[config.mk]
export PLATFORM = sky130hd
export DESIGN_NAME = nor_flash_host
export DESIGN_NICKNAME = d
export VERILOG_FILES = /design/src/rtl/nor_host_pkg.sv /design/src/rtl/seq_rom.sv /design/src/rtl/nor_flash_host.sv
export SDC_FILE = /design/constraint.sdc
export NUM_CORES = 1
export LEC_CHECK = 0
export BUFFER_PORTS_ARGS = -buffer_cell sky130_fd_sc_hd__buf_2
export CAP_MARGIN = 20
export CORE_MARGIN = 2
export CORE_UTILIZATION = 50
export DETAILED_ROUTE_END_ITERATION = 10
export GPL_TIMING_DRIVEN = 0
export HOLD_SLACK_MARGIN = 0.02
export PLACE_DENSITY = 0.77
export SYNTH_ARGS = -nofsm -noshare
export SYNTH_HDL_FRONTEND = slang
export SYNTH_SLANG_ARGS = --single-unit
[constraint.sdc]
create_clock -name mclk_i -period 3.5 [get_ports mclk_i]
set_input_delay 0.525 -clock mclk_i [delete_from_list [all_inputs] [get_ports mclk_i]]
set_output_delay 0.525 -clock mclk_i [all_outputs]
set_load 0.005 [all_outputs]
[src/rtl/nor_host_pkg.sv]
// package for the parallel nor flash host controller
// How it works
// - commands sent as plain write cycles
// - start by sequence, poll status and ready
// - bypass mode programs in two writes
package nor_host_pkg;
  localparam int ADDR_W = 22;
  localparam int DATA_W = 16;
  localparam logic [11:0] UNLOCK_A1 = 12'h0_555;
  localparam logic [11:0] UNLOCK_A2 = 12'h0_2AA;
  localparam logic [7:0] UNLOCK_D1 = 8'hAA;
  localparam logic [7:0] UNLOCK_D2 = 8'h55;
  localparam logic [7:0] CMD_PROG = 8'hA0;
  localparam logic [7:0] CMD_ERASE = 8'h80;
  localparam logic [7:0] CMD_SECTOR = 8'h30;
  localparam logic [7:0] CMD_SUSPEND = 8'hB0;
  localparam logic [7:0] CMD_RESUME = 8'h30;
  localparam logic [7:0] CMD_BYPASS = 8'h20;
  localparam logic [7:0] CMD_BYP_EXIT1 = 8'h90;
  localparam logic [7:0] CMD_BYP_EXIT2 = 8'h00;
  localparam logic [7:0] CMD_RESET = 8'hF0;
  localparam logic [7:0] CMD_SECURE = 8'h88;
  localparam logic [7:0] CMD_SEC_EXIT = 8'h90;
  localparam int DATA_POLL_BIT = 7;
  localparam int TOGGLE_BIT = 6;
  localparam int CYCLE_NS = 5;
  localparam int T_ACC_NS = 90;
  localparam int T_PAGE_NS = 25;
  localparam int T_WP_NS = 35;
  localparam int T_RST_NS = 500;
  localparam int ACC_CYC = (T_ACC_NS + CYCLE_NS - 1) / CYCLE_NS;
  localparam int PAGE_CYC = (T_PAGE_NS + CYCLE_NS - 1) / CYCLE_NS;
  localparam int WP_CYC = (T_WP_NS + CYCLE_NS - 1) / CYCLE_NS;
  localparam int RST_CYC = (T_RST_NS + CYCLE_NS - 1) / CYCLE_NS;
  localparam int PAGE_WORDS = 8;
  localparam int BUF_WORDS = 16;
  localparam int SEQ_MAX = 6;
  typedef enum logic [2:0] {
    OP_READ = 3'h0,
    OP_PROG = 3'h1,
    OP_ERASE = 3'h2,
    OP_SUSPEND = 3'h3,
    OP_RESUME = 3'h4,
    OP_BYPASS = 3'h5,
    OP_SECURE = 3'h6,
    OP_ABORT = 3'h7
  } op_t;
  typedef struct packed {
    logic [ADDR_W-1:0] addr;
    logic [DATA_W-1:0] data;
  } bus_word_t;
  typedef struct packed {
    logic ce_n;
    logic oe_n;
    logic we_n;
    logic reset_n;
    logic byte_n;
  } ctl_t;
endpackage

[src/rtl/seq_rom.sv]
// command sequence table: address/data of each write step
`timescale 1ns/1ps
module seq_rom
  import nor_host_pkg::*;
(
  input  wire logic              mclk_i,
  input  wire op_t               op_i,
  input  wire logic              bypass_i,
  input  wire logic [2:0]        step_i,
  input  wire logic [ADDR_W-1:0] addr_i,
  input  wire logic [DATA_W-1:0] data_i,
  output logic [2:0]             len_o,
  output bus_word_t              word_o
);
  bus_word_t w;
  logic [2:0] len;
  function automatic bus_word_t cw(input logic [11:0] a, input logic [7:0] d);
    bus_word_t r;
    r.addr = {{(ADDR_W-12){1'b0}}, a};
    r.data = {8'h00, d};
    return r;
  endfunction
  always_comb begin
    len = 3'd1;
    w = cw(UNLOCK_A1, CMD_RESET);
    unique case (op_i)
      OP_PROG: begin
        if (bypass_i) begin
          len = 3'd2;
          w = (step_i == 3'd0) ? cw(UNLOCK_A1, CMD_PROG) : bus_word_t'{addr_i, data_i};
        end else begin
          len = 3'd4;
          unique case (step_i)
            3'd0: w = cw(UNLOCK_A1, UNLOCK_D1);
            3'd1: w = cw(UNLOCK_A2, UNLOCK_D2);
            3'd2: w = cw(UNLOCK_A1, CMD_PROG);
            default: w = bus_word_t'{addr_i, data_i};
          endcase
        end
      end
      OP_ERASE: begin
        len = 3'd6;
        unique case (step_i)
          3'd0, 3'd3: w = cw(UNLOCK_A1, UNLOCK_D1);
          3'd1, 3'd4: w = cw(UNLOCK_A2, UNLOCK_D2);
          3'd2: w = cw(UNLOCK_A1, CMD_ERASE);
          default: w = bus_word_t'{addr_i, {8'h00, CMD_SECTOR}};
        endcase
      end
      OP_SUSPEND: w = bus_word_t'{addr_i, {8'h00, CMD_SUSPEND}};
      OP_RESUME: w = bus_word_t'{addr_i, {8'h00, CMD_RESUME}};
      OP_BYPASS, OP_SECURE: begin
        len = 3'd3;
        unique case (step_i)
          3'd0: w = cw(UNLOCK_A1, UNLOCK_D1);
          3'd1: w = cw(UNLOCK_A2, UNLOCK_D2);
          default: w = cw(UNLOCK_A1, (op_i == OP_BYPASS) ? CMD_BYPASS : CMD_SECURE);
        endcase
      end
      default: begin
        len = 3'd1;
        w = cw(UNLOCK_A1, CMD_RESET);
      end
    endcase
  end
  always_ff @(posedge mclk_i) begin
    word_o <= w;
    len_o <= len;
  end
endmodule

[src/rtl/nor_flash_host.sv]
// host controller driving a parallel nor flash through its pins
`timescale 1ns/1ps
module nor_flash_host
  import nor_host_pkg::*;
#(
  parameter int AW = ADDR_W
)(
  input  wire logic              mclk_i,
  input  wire logic              rst_i,
  input  wire logic              req_valid_i,
  input  wire op_t               req_op_i,
  input  wire logic [ADDR_W-1:0] req_addr_i,
  input  wire logic [DATA_W-1:0] req_data_i,
  input  wire logic              byte_mode_i,
  input  wire logic              wp_enable_i,
  output logic                   req_ready_o,
  output logic                   done_o,
  output logic [DATA_W-1:0]      rdata_o,
  output logic                   bypass_o,
  output logic                   busy_o,
  output logic [AW-1:0]          flash_addr_o,
  output logic [DATA_W-1:0]      flash_dq_o,
  output logic                   flash_dq_oe_n_o,
  input  wire logic [DATA_W-1:0] flash_dq_i,
  output logic                   flash_ce_n_o,
  output logic                   flash_oe_n_o,
  output logic                   flash_we_n_o,
  output logic                   flash_reset_n_o,
  output logic                   flash_byte_n_o,
  output logic                   write_protect_accel_n_o,
  input  wire logic              ready_busy_n_i
);
  typedef enum logic [6:0] {
    S_RST   = 7'b000_0001,
    S_IDLE  = 7'b000_0010,
    S_LOAD  = 7'b000_0100,
    S_WRITE = 7'b000_1000,
    S_READ  = 7'b001_0000,
    S_POLL  = 7'b010_0000,
    S_DONE  = 7'b100_0000
  } st_t;

  st_t st_r, st_nxt;
  op_t op_r, op_nxt;
  logic [2:0] step_r, step_nxt;
  logic [7:0] cnt_r, cnt_nxt;
  logic [ADDR_W-1:0] addr_r, addr_nxt;
  logic [DATA_W-1:0] data_r, data_nxt, rdata_nxt;
  logic [DATA_W-1:0] last_r, last_nxt;
  logic bypass_r, bypass_nxt;
  logic first_r, first_nxt;
  bus_word_t word;
  logic [2:0] len;
  ctl_t ctl_r, ctl_nxt;
  logic [AW-1:0] fa_nxt;
  logic [DATA_W-1:0] fd_nxt;
  logic oe_n_nxt;

  // table word is registered, so every write step opens with one load cycle
  seq_rom u_seq (
    .mclk_i   (mclk_i),
    .op_i     (op_r),
    .bypass_i (bypass_r),
    .step_i   (step_r),
    .addr_i   (addr_r),
    .data_i   (data_r),
    .len_o    (len),
    .word_o   (word)
  );

  assign req_ready_o = (st_r == S_IDLE);
  assign busy_o = ~ready_busy_n_i;
  assign bypass_o = bypass_r;
  assign flash_ce_n_o = ctl_r.ce_n;
  assign flash_oe_n_o = ctl_r.oe_n;
  assign flash_we_n_o = ctl_r.we_n;
  assign flash_reset_n_o = ctl_r.reset_n;
  assign flash_byte_n_o = ctl_r.byte_n;
  assign write_protect_accel_n_o = ~wp_enable_i;

  always_comb begin
    st_nxt = st_r;
    op_nxt = op_r;
    step_nxt = step_r;
    cnt_nxt = cnt_r;
    addr_nxt = addr_r;
    data_nxt = data_r;
    rdata_nxt = rdata_o;
    last_nxt = last_r;
    bypass_nxt = bypass_r;
    first_nxt = first_r;
    ctl_nxt = ctl_r;
    ctl_nxt.byte_n = ~byte_mode_i;
    fa_nxt = flash_addr_o;
    fd_nxt = flash_dq_o;
    oe_n_nxt = 1'b1;
    done_o = 1'b0;
    unique case (st_r)
      // reset pulse also clears bypass, since the flash forgets it too
      S_RST: begin
        ctl_nxt.reset_n = 1'b0;
        ctl_nxt.ce_n = 1'b1;
        ctl_nxt.oe_n = 1'b1;
        ctl_nxt.we_n = 1'b1;
        bypass_nxt = 1'b0;
        cnt_nxt = cnt_r + 8'd1;
        if (cnt_r == 8'(RST_CYC)) begin
          ctl_nxt.reset_n = 1'b1;
          st_nxt = S_IDLE;
        end
      end
      // suspend and resume only leave idle: program and erase are polled
      // to their end here, so a suspend never breaks into a running op
      S_IDLE: begin
        ctl_nxt.ce_n = 1'b1;
        if (req_valid_i) begin
          op_nxt = req_op_i;
          addr_nxt = req_addr_i;
          data_nxt = req_data_i;
          step_nxt = 3'd0;
          cnt_nxt = 8'd0;
          if (req_op_i == OP_ABORT) st_nxt = S_RST;
          else if (req_op_i == OP_READ) st_nxt = S_READ;
          else st_nxt = S_LOAD;
        end
      end
      S_LOAD: st_nxt = S_WRITE; // table output is registered
      S_WRITE: begin
        fa_nxt = word.addr[AW-1:0];
        fd_nxt = word.data;
        oe_n_nxt = 1'b0;
        ctl_nxt.ce_n = 1'b0;
        ctl_nxt.we_n = (cnt_r < 8'(WP_CYC)) ? 1'b0 : 1'b1;
        cnt_nxt = cnt_r + 8'd1;
        if (cnt_r == 8'(2 * WP_CYC)) begin
          cnt_nxt = 8'd0;
          ctl_nxt.ce_n = 1'b1;
          if (step_r == len - 3'd1) begin
            if (op_r == OP_BYPASS) bypass_nxt = 1'b1;
            if (op_r == OP_PROG || op_r == OP_ERASE) begin
              first_nxt = 1'b1;
              st_nxt = S_POLL;
            end else st_nxt = S_DONE;
          end else begin
            step_nxt = step_r + 3'd1;
            st_nxt = S_LOAD;
          end
        end
      end
      S_READ: begin
        fa_nxt = addr_r[AW-1:0];
        ctl_nxt.ce_n = 1'b0;
        ctl_nxt.oe_n = 1'b0;
        cnt_nxt = cnt_r + 8'd1;
        if (cnt_r == 8'(ACC_CYC)) begin
          rdata_nxt = flash_dq_i;
          ctl_nxt.ce_n = 1'b1;
          ctl_nxt.oe_n = 1'b1;
          st_nxt = S_DONE;
        end
      end
      S_POLL: begin
        fa_nxt = addr_r[AW-1:0];
        ctl_nxt.ce_n = 1'b0;
        ctl_nxt.oe_n = 1'b0;
        cnt_nxt = cnt_r + 8'd1;
        if (cnt_r == 8'(ACC_CYC)) begin
          cnt_nxt = 8'd0;
          ctl_nxt.oe_n = 1'b1;
          last_nxt = flash_dq_i;
          first_nxt = 1'b0;
          // stable toggle bit on two reads plus ready pin means finished
          if (!first_r && (flash_dq_i[TOGGLE_BIT] == last_r[TOGGLE_BIT]) && ready_busy_n_i) begin
            rdata_nxt = flash_dq_i;
            ctl_nxt.ce_n = 1'b1;
            st_nxt = S_DONE;
          end
        end
      end
      // one-cycle pulse; rdata_o already holds the answer
      S_DONE: begin
        done_o = 1'b1;
        st_nxt = S_IDLE;
      end
      default: st_nxt = S_RST;
    endcase
  end

  always_ff @(posedge mclk_i or posedge rst_i) begin
    if (rst_i) begin
      st_r <= S_RST;
      op_r <= OP_READ;
      step_r <= 3'd0;
      cnt_r <= 8'd0;
      addr_r <= '0;
      data_r <= '0;
      last_r <= '0;
      rdata_o <= '0;
      bypass_r <= 1'b0;
      first_r <= 1'b0;
      ctl_r <= '{ce_n: 1'b1, oe_n: 1'b1, we_n: 1'b1, reset_n: 1'b0, byte_n: 1'b1};
      flash_addr_o <= '0;
      flash_dq_o <= '0;
      flash_dq_oe_n_o <= 1'b1;
    end else begin
      st_r <= st_nxt;
      op_r <= op_nxt;
      step_r <= step_nxt;
      cnt_r <= cnt_nxt;
      addr_r <= addr_nxt;
      data_r <= data_nxt;
      last_r <= last_nxt;
      rdata_o <= rdata_nxt;
      bypass_r <= bypass_nxt;
      first_r <= first_nxt;
      ctl_r <= ctl_nxt;
      flash_addr_o <= fa_nxt;
      flash_dq_o <= fd_nxt;
      flash_dq_oe_n_o <= oe_n_nxt;
    end
  end
endmodule

## After elaboration in Yosys (flattened, before gate mapping)

Index checks and enable logic that the tools add are counted.

| storage, ports and cells | value |
|---|---|
| register bits | 169 |
| output and inout port bits | 65 |
| logic and storage cells | 142 |

| operators by class | value |
|---|---|
| $add $sub $neg | 3 |
| magnitude comparators | 1 |
| eq/ne operators | 33 |
| multiplexer cells | 53 |
| bitwise logic cells | 3 |
| reductions and logical operators | 28 |

Operator list:

| operator | count |
|---|---|
| one-hot mux 38 bit (3 select lines) | 2 |
| one-hot mux 38 bit (5 select lines) | 1 |
| two-way mux 38 bit | 2 |
| two-way mux 7 bit | 9 |
| one-hot mux 27 bit (2 select lines) | 1 |
| one-hot mux 7 bit (7 select lines) | 1 |
| two-way mux 16 bit | 3 |
| one-hot mux 22 bit (2 select lines) | 1 |
| two-way mux 8 bit | 4 |
| one-hot mux 16 bit (2 select lines) | 1 |
| one-hot mux 8 bit (4 select lines) | 1 |
| != test 2 bit (second input constant) | 10 |
| == test 3 bit (second input constant) | 5 |
| two-way mux 1 bit | 13 |
| == test 3 x 2 -> 1 bit (second input constant) | 4 |
| two-way mux 3 bit | 4 |
| AND reduction 4 bit | 3 |
| OR reduction 2 bit | 6 |
| nonzero test 2 bit | 5 |
| one-hot mux 3 bit (3 select lines) | 1 |
| adder 8 x 1 -> 8 bit (second input constant) | 1 |
| == test 8 x 4 -> 1 bit (second input constant) | 1 |
| == test 8 x 5 -> 1 bit (second input constant) | 1 |
| == test 8 x 7 -> 1 bit (second input constant) | 1 |
| 29 further kinds | 40 |

## Depth between registers and ports, before layout

| depth | value |
|---|---|
| depth in word-level cells | 6 |
| depth in mapped cells | 10 |
| gate-level depth less buffers | 7 |

## Modules after synthesis

From an unflattened synthesis, not the netlist that was laid out.

| unflattened totals | value |
|---|---|
| cell total of the unflattened synthesis | 652 |
| area, all modules | 7,053.0 sq um |

By module, submodules not included:

| module | times used | cells an instance | area an instance (sq um) |
|---|---|---|---|
| nor_flash_host | 1 | 462 | 5,362.6 |
| seq_rom | 1 | 190 | 1,690.4 |

## Worst setup path before layout

OpenSTA, ideal clock, no wires.

| timing path | value |
|---|---|
| kind | register -> register |
| from | reg cnt_r[0] |
| to | reg rdata_o[0] |
| setup time | 0.125 ns |
| arrival | 2.379 ns |
| data required time | 3.375 ns |
| setup slack | 0.996 ns |
| stages on the path, launching flop included | 9 |
| path buffers | 2 |
| clock period less this slack | 2.504 ns |
| cells stage by stage | dfrtp_1 > inv_1 > ha_1 > or4b_4 > or3_1 > buf_6 > nor3_4 > buf_12 > mux2_4 |

| between the ends | value |
|---|---|
| word-level cells in the longest chain between the ends | 3 |
| elaborated cells on any way between the ends | 4 |
| classes of those cells | eq/ne (3); reduce/logical (1) |

RTL lines:

| item | RTL line | source |
|---|---|---|
| from (decl) | nor_flash_host.sv:46 | `logic [7:0] cnt_r, cnt_nxt;` |
| from (signal assigned) | nor_flash_host.sv:209 | `cnt_r <= cnt_nxt;` |
| == test 8 x 5 -> 1 bit * | nor_flash_host.sv:155, nor_flash_host.sv:167 |  |
| != test 2 bit (no source line) | -- |  |
| AND reduction 4 bit (no source line) * | -- |  |
| to (signal assigned) | nor_flash_host.sv:213 | `rdata_o <= rdata_nxt;` |
| to (decl) | nor_flash_host.sv:18 | `output logic [DATA_W-1:0] rdata_o,` |

Mark *: on every way between the ends. The rest lies on a longest branch, timed or not.
A chain may end at the register's enable or synchronous reset.

==> flow_results.xml <==
<?xml version="1.0" encoding="UTF-8"?>
<metrics>
  <group name="synthesis">
    <metric name="mappedNetlistArea" unit="um2">6960</metric>
    <metric name="synthesis.yosys.warnings" unit="">0</metric>
    <metric name="post-synth-top-area-cell" unit="">sky130_fd_sc_hd__dfrtp_1</metric>
    <metric name="synth.yosys.seq_area_share" unit="%">55.8</metric>
    <metric name="synth.lib_cells_used.distinct" unit="">55</metric>
    <metric name="yosysTopAreaCellShare" unit="%">41.7</metric>
    <metric name="synth_edf_count" unit="">0</metric>
    <metric name="synth.top_cells.by_area" unit="">sky130_fd_sc_hd__dfrtp_1, sky130_fd_sc_hd__dfxtp_1, sky130_fd_sc_hd__mux2_2</metric>
    <metric name="synth.ff_latch_count" unit="">163</metric>
    <metric name="synthesis.nets" unit="">718</metric>
    <metric name="netlist_instances" unit="">646</metric>
    <metric name="synth_flop_cell" unit="">sky130_fd_sc_hd__dfrtp_1</metric>
    <metric name="synth-async-reset-ratio" unit="%">74.8</metric>
    <metric name="syn-mean-instance-area" unit="um2">10.8</metric>
    <metric name="synth_top_cells_by_count" unit="">sky130_fd_sc_hd__dfrtp_1, sky130_fd_sc_hd__nand2_1, sky130_fd_sc_hd__mux2_2</metric>
    <metric name="post-synth-top-count-cell" unit="">sky130_fd_sc_hd__dfrtp_1</metric>
  </group>
  <group name="setup_path">
    <metric name="worstPathArrival" unit="ps">3180</metric>
    <metric name="ff2ff_path_depth" unit="">10</metric>
    <metric name="critical_path_peak_fanout" unit="">10</metric>
    <metric name="worst_path_max_delay_cell" unit="">sky130_fd_sc_hd__clkbuf_1</metric>
    <metric name="cp.required" unit="ps">3870</metric>
    <metric name="cp_num_buf_inv" unit="">5</metric>
    <metric name="worst_r2r_endpoint" unit="">u_seq.word_o[33]</metric>
    <metric name="critPathMaxStageDelay" unit="ps">420</metric>
    <metric name="critPathLaunchType" unit="">flip-flop</metric>
    <metric name="worstPathCellList" unit="">clkbuf_1 -&gt; clkbuf_1 -&gt; inv_1 -&gt; ha_1 -&gt; inv_1 -&gt; o211a_1 -&gt; a22oi_1 -&gt; o21bai_1 -&gt; clkbuf_1 -&gt; and2_1</metric>
    <metric name="setup.reg_to_reg.worst_slack" unit="ps">690</metric>
    <metric name="critPathCaptureType" unit="">flip-flop</metric>
    <metric name="r2r-start" unit="">step_r[2]</metric>
    <metric name="critical_path.top_delay_family" unit="">buffers and inverters</metric>
    <metric name="setup.worst_path.class" unit="">flip-flop to flip-flop</metric>
    <metric name="crit_top_cell" unit="">sky130_fd_sc_hd__clkbuf_1</metric>
  </group>
  <group name="timing">
    <metric name="layout_setup_ws" unit="ps">692</metric>
    <metric name="setup_viol" unit="">0</metric>
    <metric name="final_count_of_hold_timing_violations" unit="">0</metric>
    <metric name="max_slew.worst_pin.slew" unit="ps">970</metric>
    <metric name="hold_ws" unit="ps">207</metric>
    <metric name="finalSetupTns" unit="ps">0</metric>
    <metric name="clock_tree_skew_after_final_layout" unit="ps">7.61</metric>
    <metric name="rsz_0062_raised_after_global_routing" unit="">no</metric>
    <metric name="timing.final.crit_share" unit="%">80.2</metric>
    <metric name="fmaxAchievable" unit="MHz">356</metric>
    <metric name="finalWorstPathRequiredPeriod" unit="ps">2810</metric>
    <metric name="report.final.slew_viol_count" unit="">0</metric>
    <metric name="max_slew_margin" unit="%">35.3</metric>
  </group>
  <group name="die">
    <metric name="floorplan.initialDensity" unit="%">50.7</metric>
    <metric name="area_of_the_placeable_core" unit="um2">13700</metric>
    <metric name="placementRows" unit="">43</metric>
    <metric name="die-area" unit="um2">14900</metric>
    <metric name="top_level_ports" unit="">128</metric>
    <metric name="dieWidth" unit="um">122</metric>
    <metric name="die_height" unit="um">122</metric>
  </group>
  <group name="placed_design">
    <metric name="placement.io_buffers" unit="">127</metric>
    <metric name="pre_cts_ws" unit="ps">779</metric>
    <metric name="dp_hpwl" unit="um">11700</metric>
    <metric name="place_congestion" unit="">0.868</metric>
    <metric name="numPlacedInstances" unit="">955</metric>
    <metric name="detailed_place.area" unit="um2">7860</metric>
  </group>
  <group name="drt">
    <metric name="detailedRoute.firstIterationViolations" unit="">333</metric>
    <metric name="first_pass_iters" unit="">5</metric>
    <metric name="num_vias" unit="">5298</metric>
    <metric name="wl" unit="um">16100</metric>
    <metric name="route.antenna.remaining_nets" unit="">0</metric>
    <metric name="drt-wirelength-per-cell" unit="um">16.3</metric>
    <metric name="drc" unit="">0</metric>
    <metric name="drt-vias-per-instance" unit="">5.37</metric>
  </group>
  <group name="worst_hold_path">
    <metric name="min_path_type" unit="">input port to flip-flop</metric>
    <metric name="worstHoldEndpoint" unit="">flash_byte_n_o</metric>
    <metric name="hold_start" unit="">byte_mode_i</metric>
    <metric name="timing.hold.worst_path_depth" unit="">2</metric>
  </group>
  <group name="layout">
    <metric name="antennaDiodeCount" unit="">0</metric>
    <metric name="final_design_area_no_fill" unit="um2">8420</metric>
    <metric name="postLayoutCoreUtil" unit="%">61.4</metric>
    <metric name="fillerInstances" unit="">1137</metric>
    <metric name="final_standard_cell_count_with_taps_included_and_fillers_excluded" unit="">987</metric>
    <metric name="finalNetCount" unit="">866</metric>
    <metric name="area.growth.synth_to_final" unit="%">21.0</metric>
    <metric name="post_route_cells_drive_above_1_share" unit="%">29.7</metric>
  </group>
  <group name="cts">
    <metric name="cts_tree" unit="">built</metric>
    <metric name="postCtsSetupBuffers" unit="">0</metric>
    <metric name="cts-hold-fix-buffers" unit="">0</metric>
    <metric name="clock_latency" unit="ps">430</metric>
    <metric name="clock_tree.buffer_depth" unit="">2</metric>
    <metric name="cts-resized-gates" unit="">0</metric>
    <metric name="ctsRootBufferMaster" unit="">sky130_fd_sc_hd__clkbuf_16</metric>
    <metric name="htree_levels" unit="">4</metric>
    <metric name="clock_sink_count" unit="">163</metric>
    <metric name="cts.reportedPaths.clkPinSlew" unit="ps">60</metric>
    <metric name="cts-buffers-inserted" unit="">17</metric>
  </group>
  <group name="power">
    <metric name="pwr_density_cell" unit="nW/um2">805</metric>
    <metric name="ir_worst_vdd" unit="mV">0.407</metric>
    <metric name="total_leakage_power" unit="nW">4.18</metric>
    <metric name="totalPowerFinal" unit="mW">6.77</metric>
  </group>
  <group name="global_route">
    <metric name="grt_antenna_before_repair" unit="">1</metric>
    <metric name="first_pass_grt_wire_length" unit="um">26000</metric>
    <metric name="first_global_vias" unit="">5295</metric>
    <metric name="grt_remaining_overflow" unit="">0</metric>
    <metric name="grt_util_all_layers" unit="%">22.7</metric>
    <metric name="grt_start_max_net_pins" unit="">46</metric>
  </group>
  <group name="job">
    <metric name="drv.max_cap_violation_count" unit="">0</metric>
  </group>
  <group name="run_status">
    <metric name="status" unit="">complete, no violations</metric>
  </group>
</metrics>
-- report_power, final --
part           total [mW]  switching [mW]  leakage [nW]  internal (mW)
Sequential           2.88           0.354          1.92           2.52
Clock                1.75           0.750         0.260           1.00
Combinational        2.15            1.19          2.01          0.956
Total                6.77            2.29          4.18           4.48
-- sequential cells by signal, summed over array words and instances, names as in the netlist, 3 cells and up --
signal	count
u_seq.word_o	38
addr_r	22
flash_addr_o	22
data_r	16
flash_dq_o	16
rdata_o	16
cnt_r	8
st_r	7
op_r	3
step_r	3
u_seq.len_o	3
-- kinds of logic (layout without fill, tap and decap cells) --
kind of cell / count (synthesis) / after routing / synth area share, %
flip-flops: 163 / 163 / 55.8
buffers and inverters: 55 / 216 / 3.31
multiplexers: 68 / 68 / 11.5
adder cells (fa/ha/maj): 10 / 10 / 1.76
XOR/XNOR: 6 / 6 / 0.953
AO/OA/AOI/OAI: 108 / 108 / 10.9
AND/OR/NAND/NOR: 236 / 236 / 15.8
-- metal layers --
| layer | vias to the layer above | routed length [um] | global-route usage [%] |
|---|---|---|---|
| met5 | - | 0 | 0 |
| met4 | 0 | 369 | 8.12 |
| met3 | 32 | 942 | 6.74 |
| met2 | 162 | 7790 | 36.8 |
| met1 | 2571 | 7020 | 28.9 |
| li1 | 2533 | - | - |
-- worst max-delay path by stage --
stage               slack, ps  startpoint                to  cells past startpoint
finish                    690   step_r[2]  u_seq.word_o[33]                     10
CTS                       720     st_r[5]            done_o                      4
global route              480   step_r[2]  u_seq.word_o[33]                     10
detailed placement        780    cnt_r[0]        rdata_o[6]                      8
floorplan                1000    cnt_r[0]        rdata_o[0]                      8
global placement          780       rst_i        addr_r[17]                      2
-- layout by cell type, fill, tap and decap left out, drive strengths merged, types with 4 or more instances in the layout --
| cell type | synthesis | final |
|---|---|---|
| xor2 | 5 | 5 |
| ha | 9 | 9 |
| clkbuf | 20 | 41 |
| dfstp | 6 | 6 |
| clkinvlp | 0 | 5 |
| or2 | 5 | 5 |
| nor2 | 39 | 39 |
| o22ai | 5 | 5 |
| a22oi | 23 | 23 |
| and2 | 20 | 20 |
| a22o | 7 | 7 |
| dfrtp | 116 | 116 |
| o211ai | 8 | 8 |
| a21oi | 13 | 13 |
| nand2b | 10 | 10 |
| dfxtp | 41 | 41 |
| nand3 | 13 | 13 |
| o21ai | 16 | 16 |
| a21o | 11 | 11 |
| buf | 11 | 140 |
| nor3 | 13 | 13 |
| nand2 | 114 | 114 |
| or3 | 5 | 5 |
| nor3b | 4 | 4 |
| o21bai | 4 | 4 |
| mux2i | 4 | 4 |
| inv | 24 | 26 |
| mux2 | 64 | 64 |
-- cell type report --
cell class | instances | area [um2] | area share, %
flip-flops and latches | 163 | 3880 | 46.1
multi-input cells | 428 | 2850 | 33.8
repair buffers | 129 | 676 | 8.03
clock buffers | 21 | 450 | 5.35
well taps | 180 | 225 | 2.68
plain buffers | 31 | 140 | 1.66
clock inverters | 11 | 105 | 1.25
inverters | 24 | 93.8 | 1.11
No activity file was read; power rests on OpenSTA's default activity.
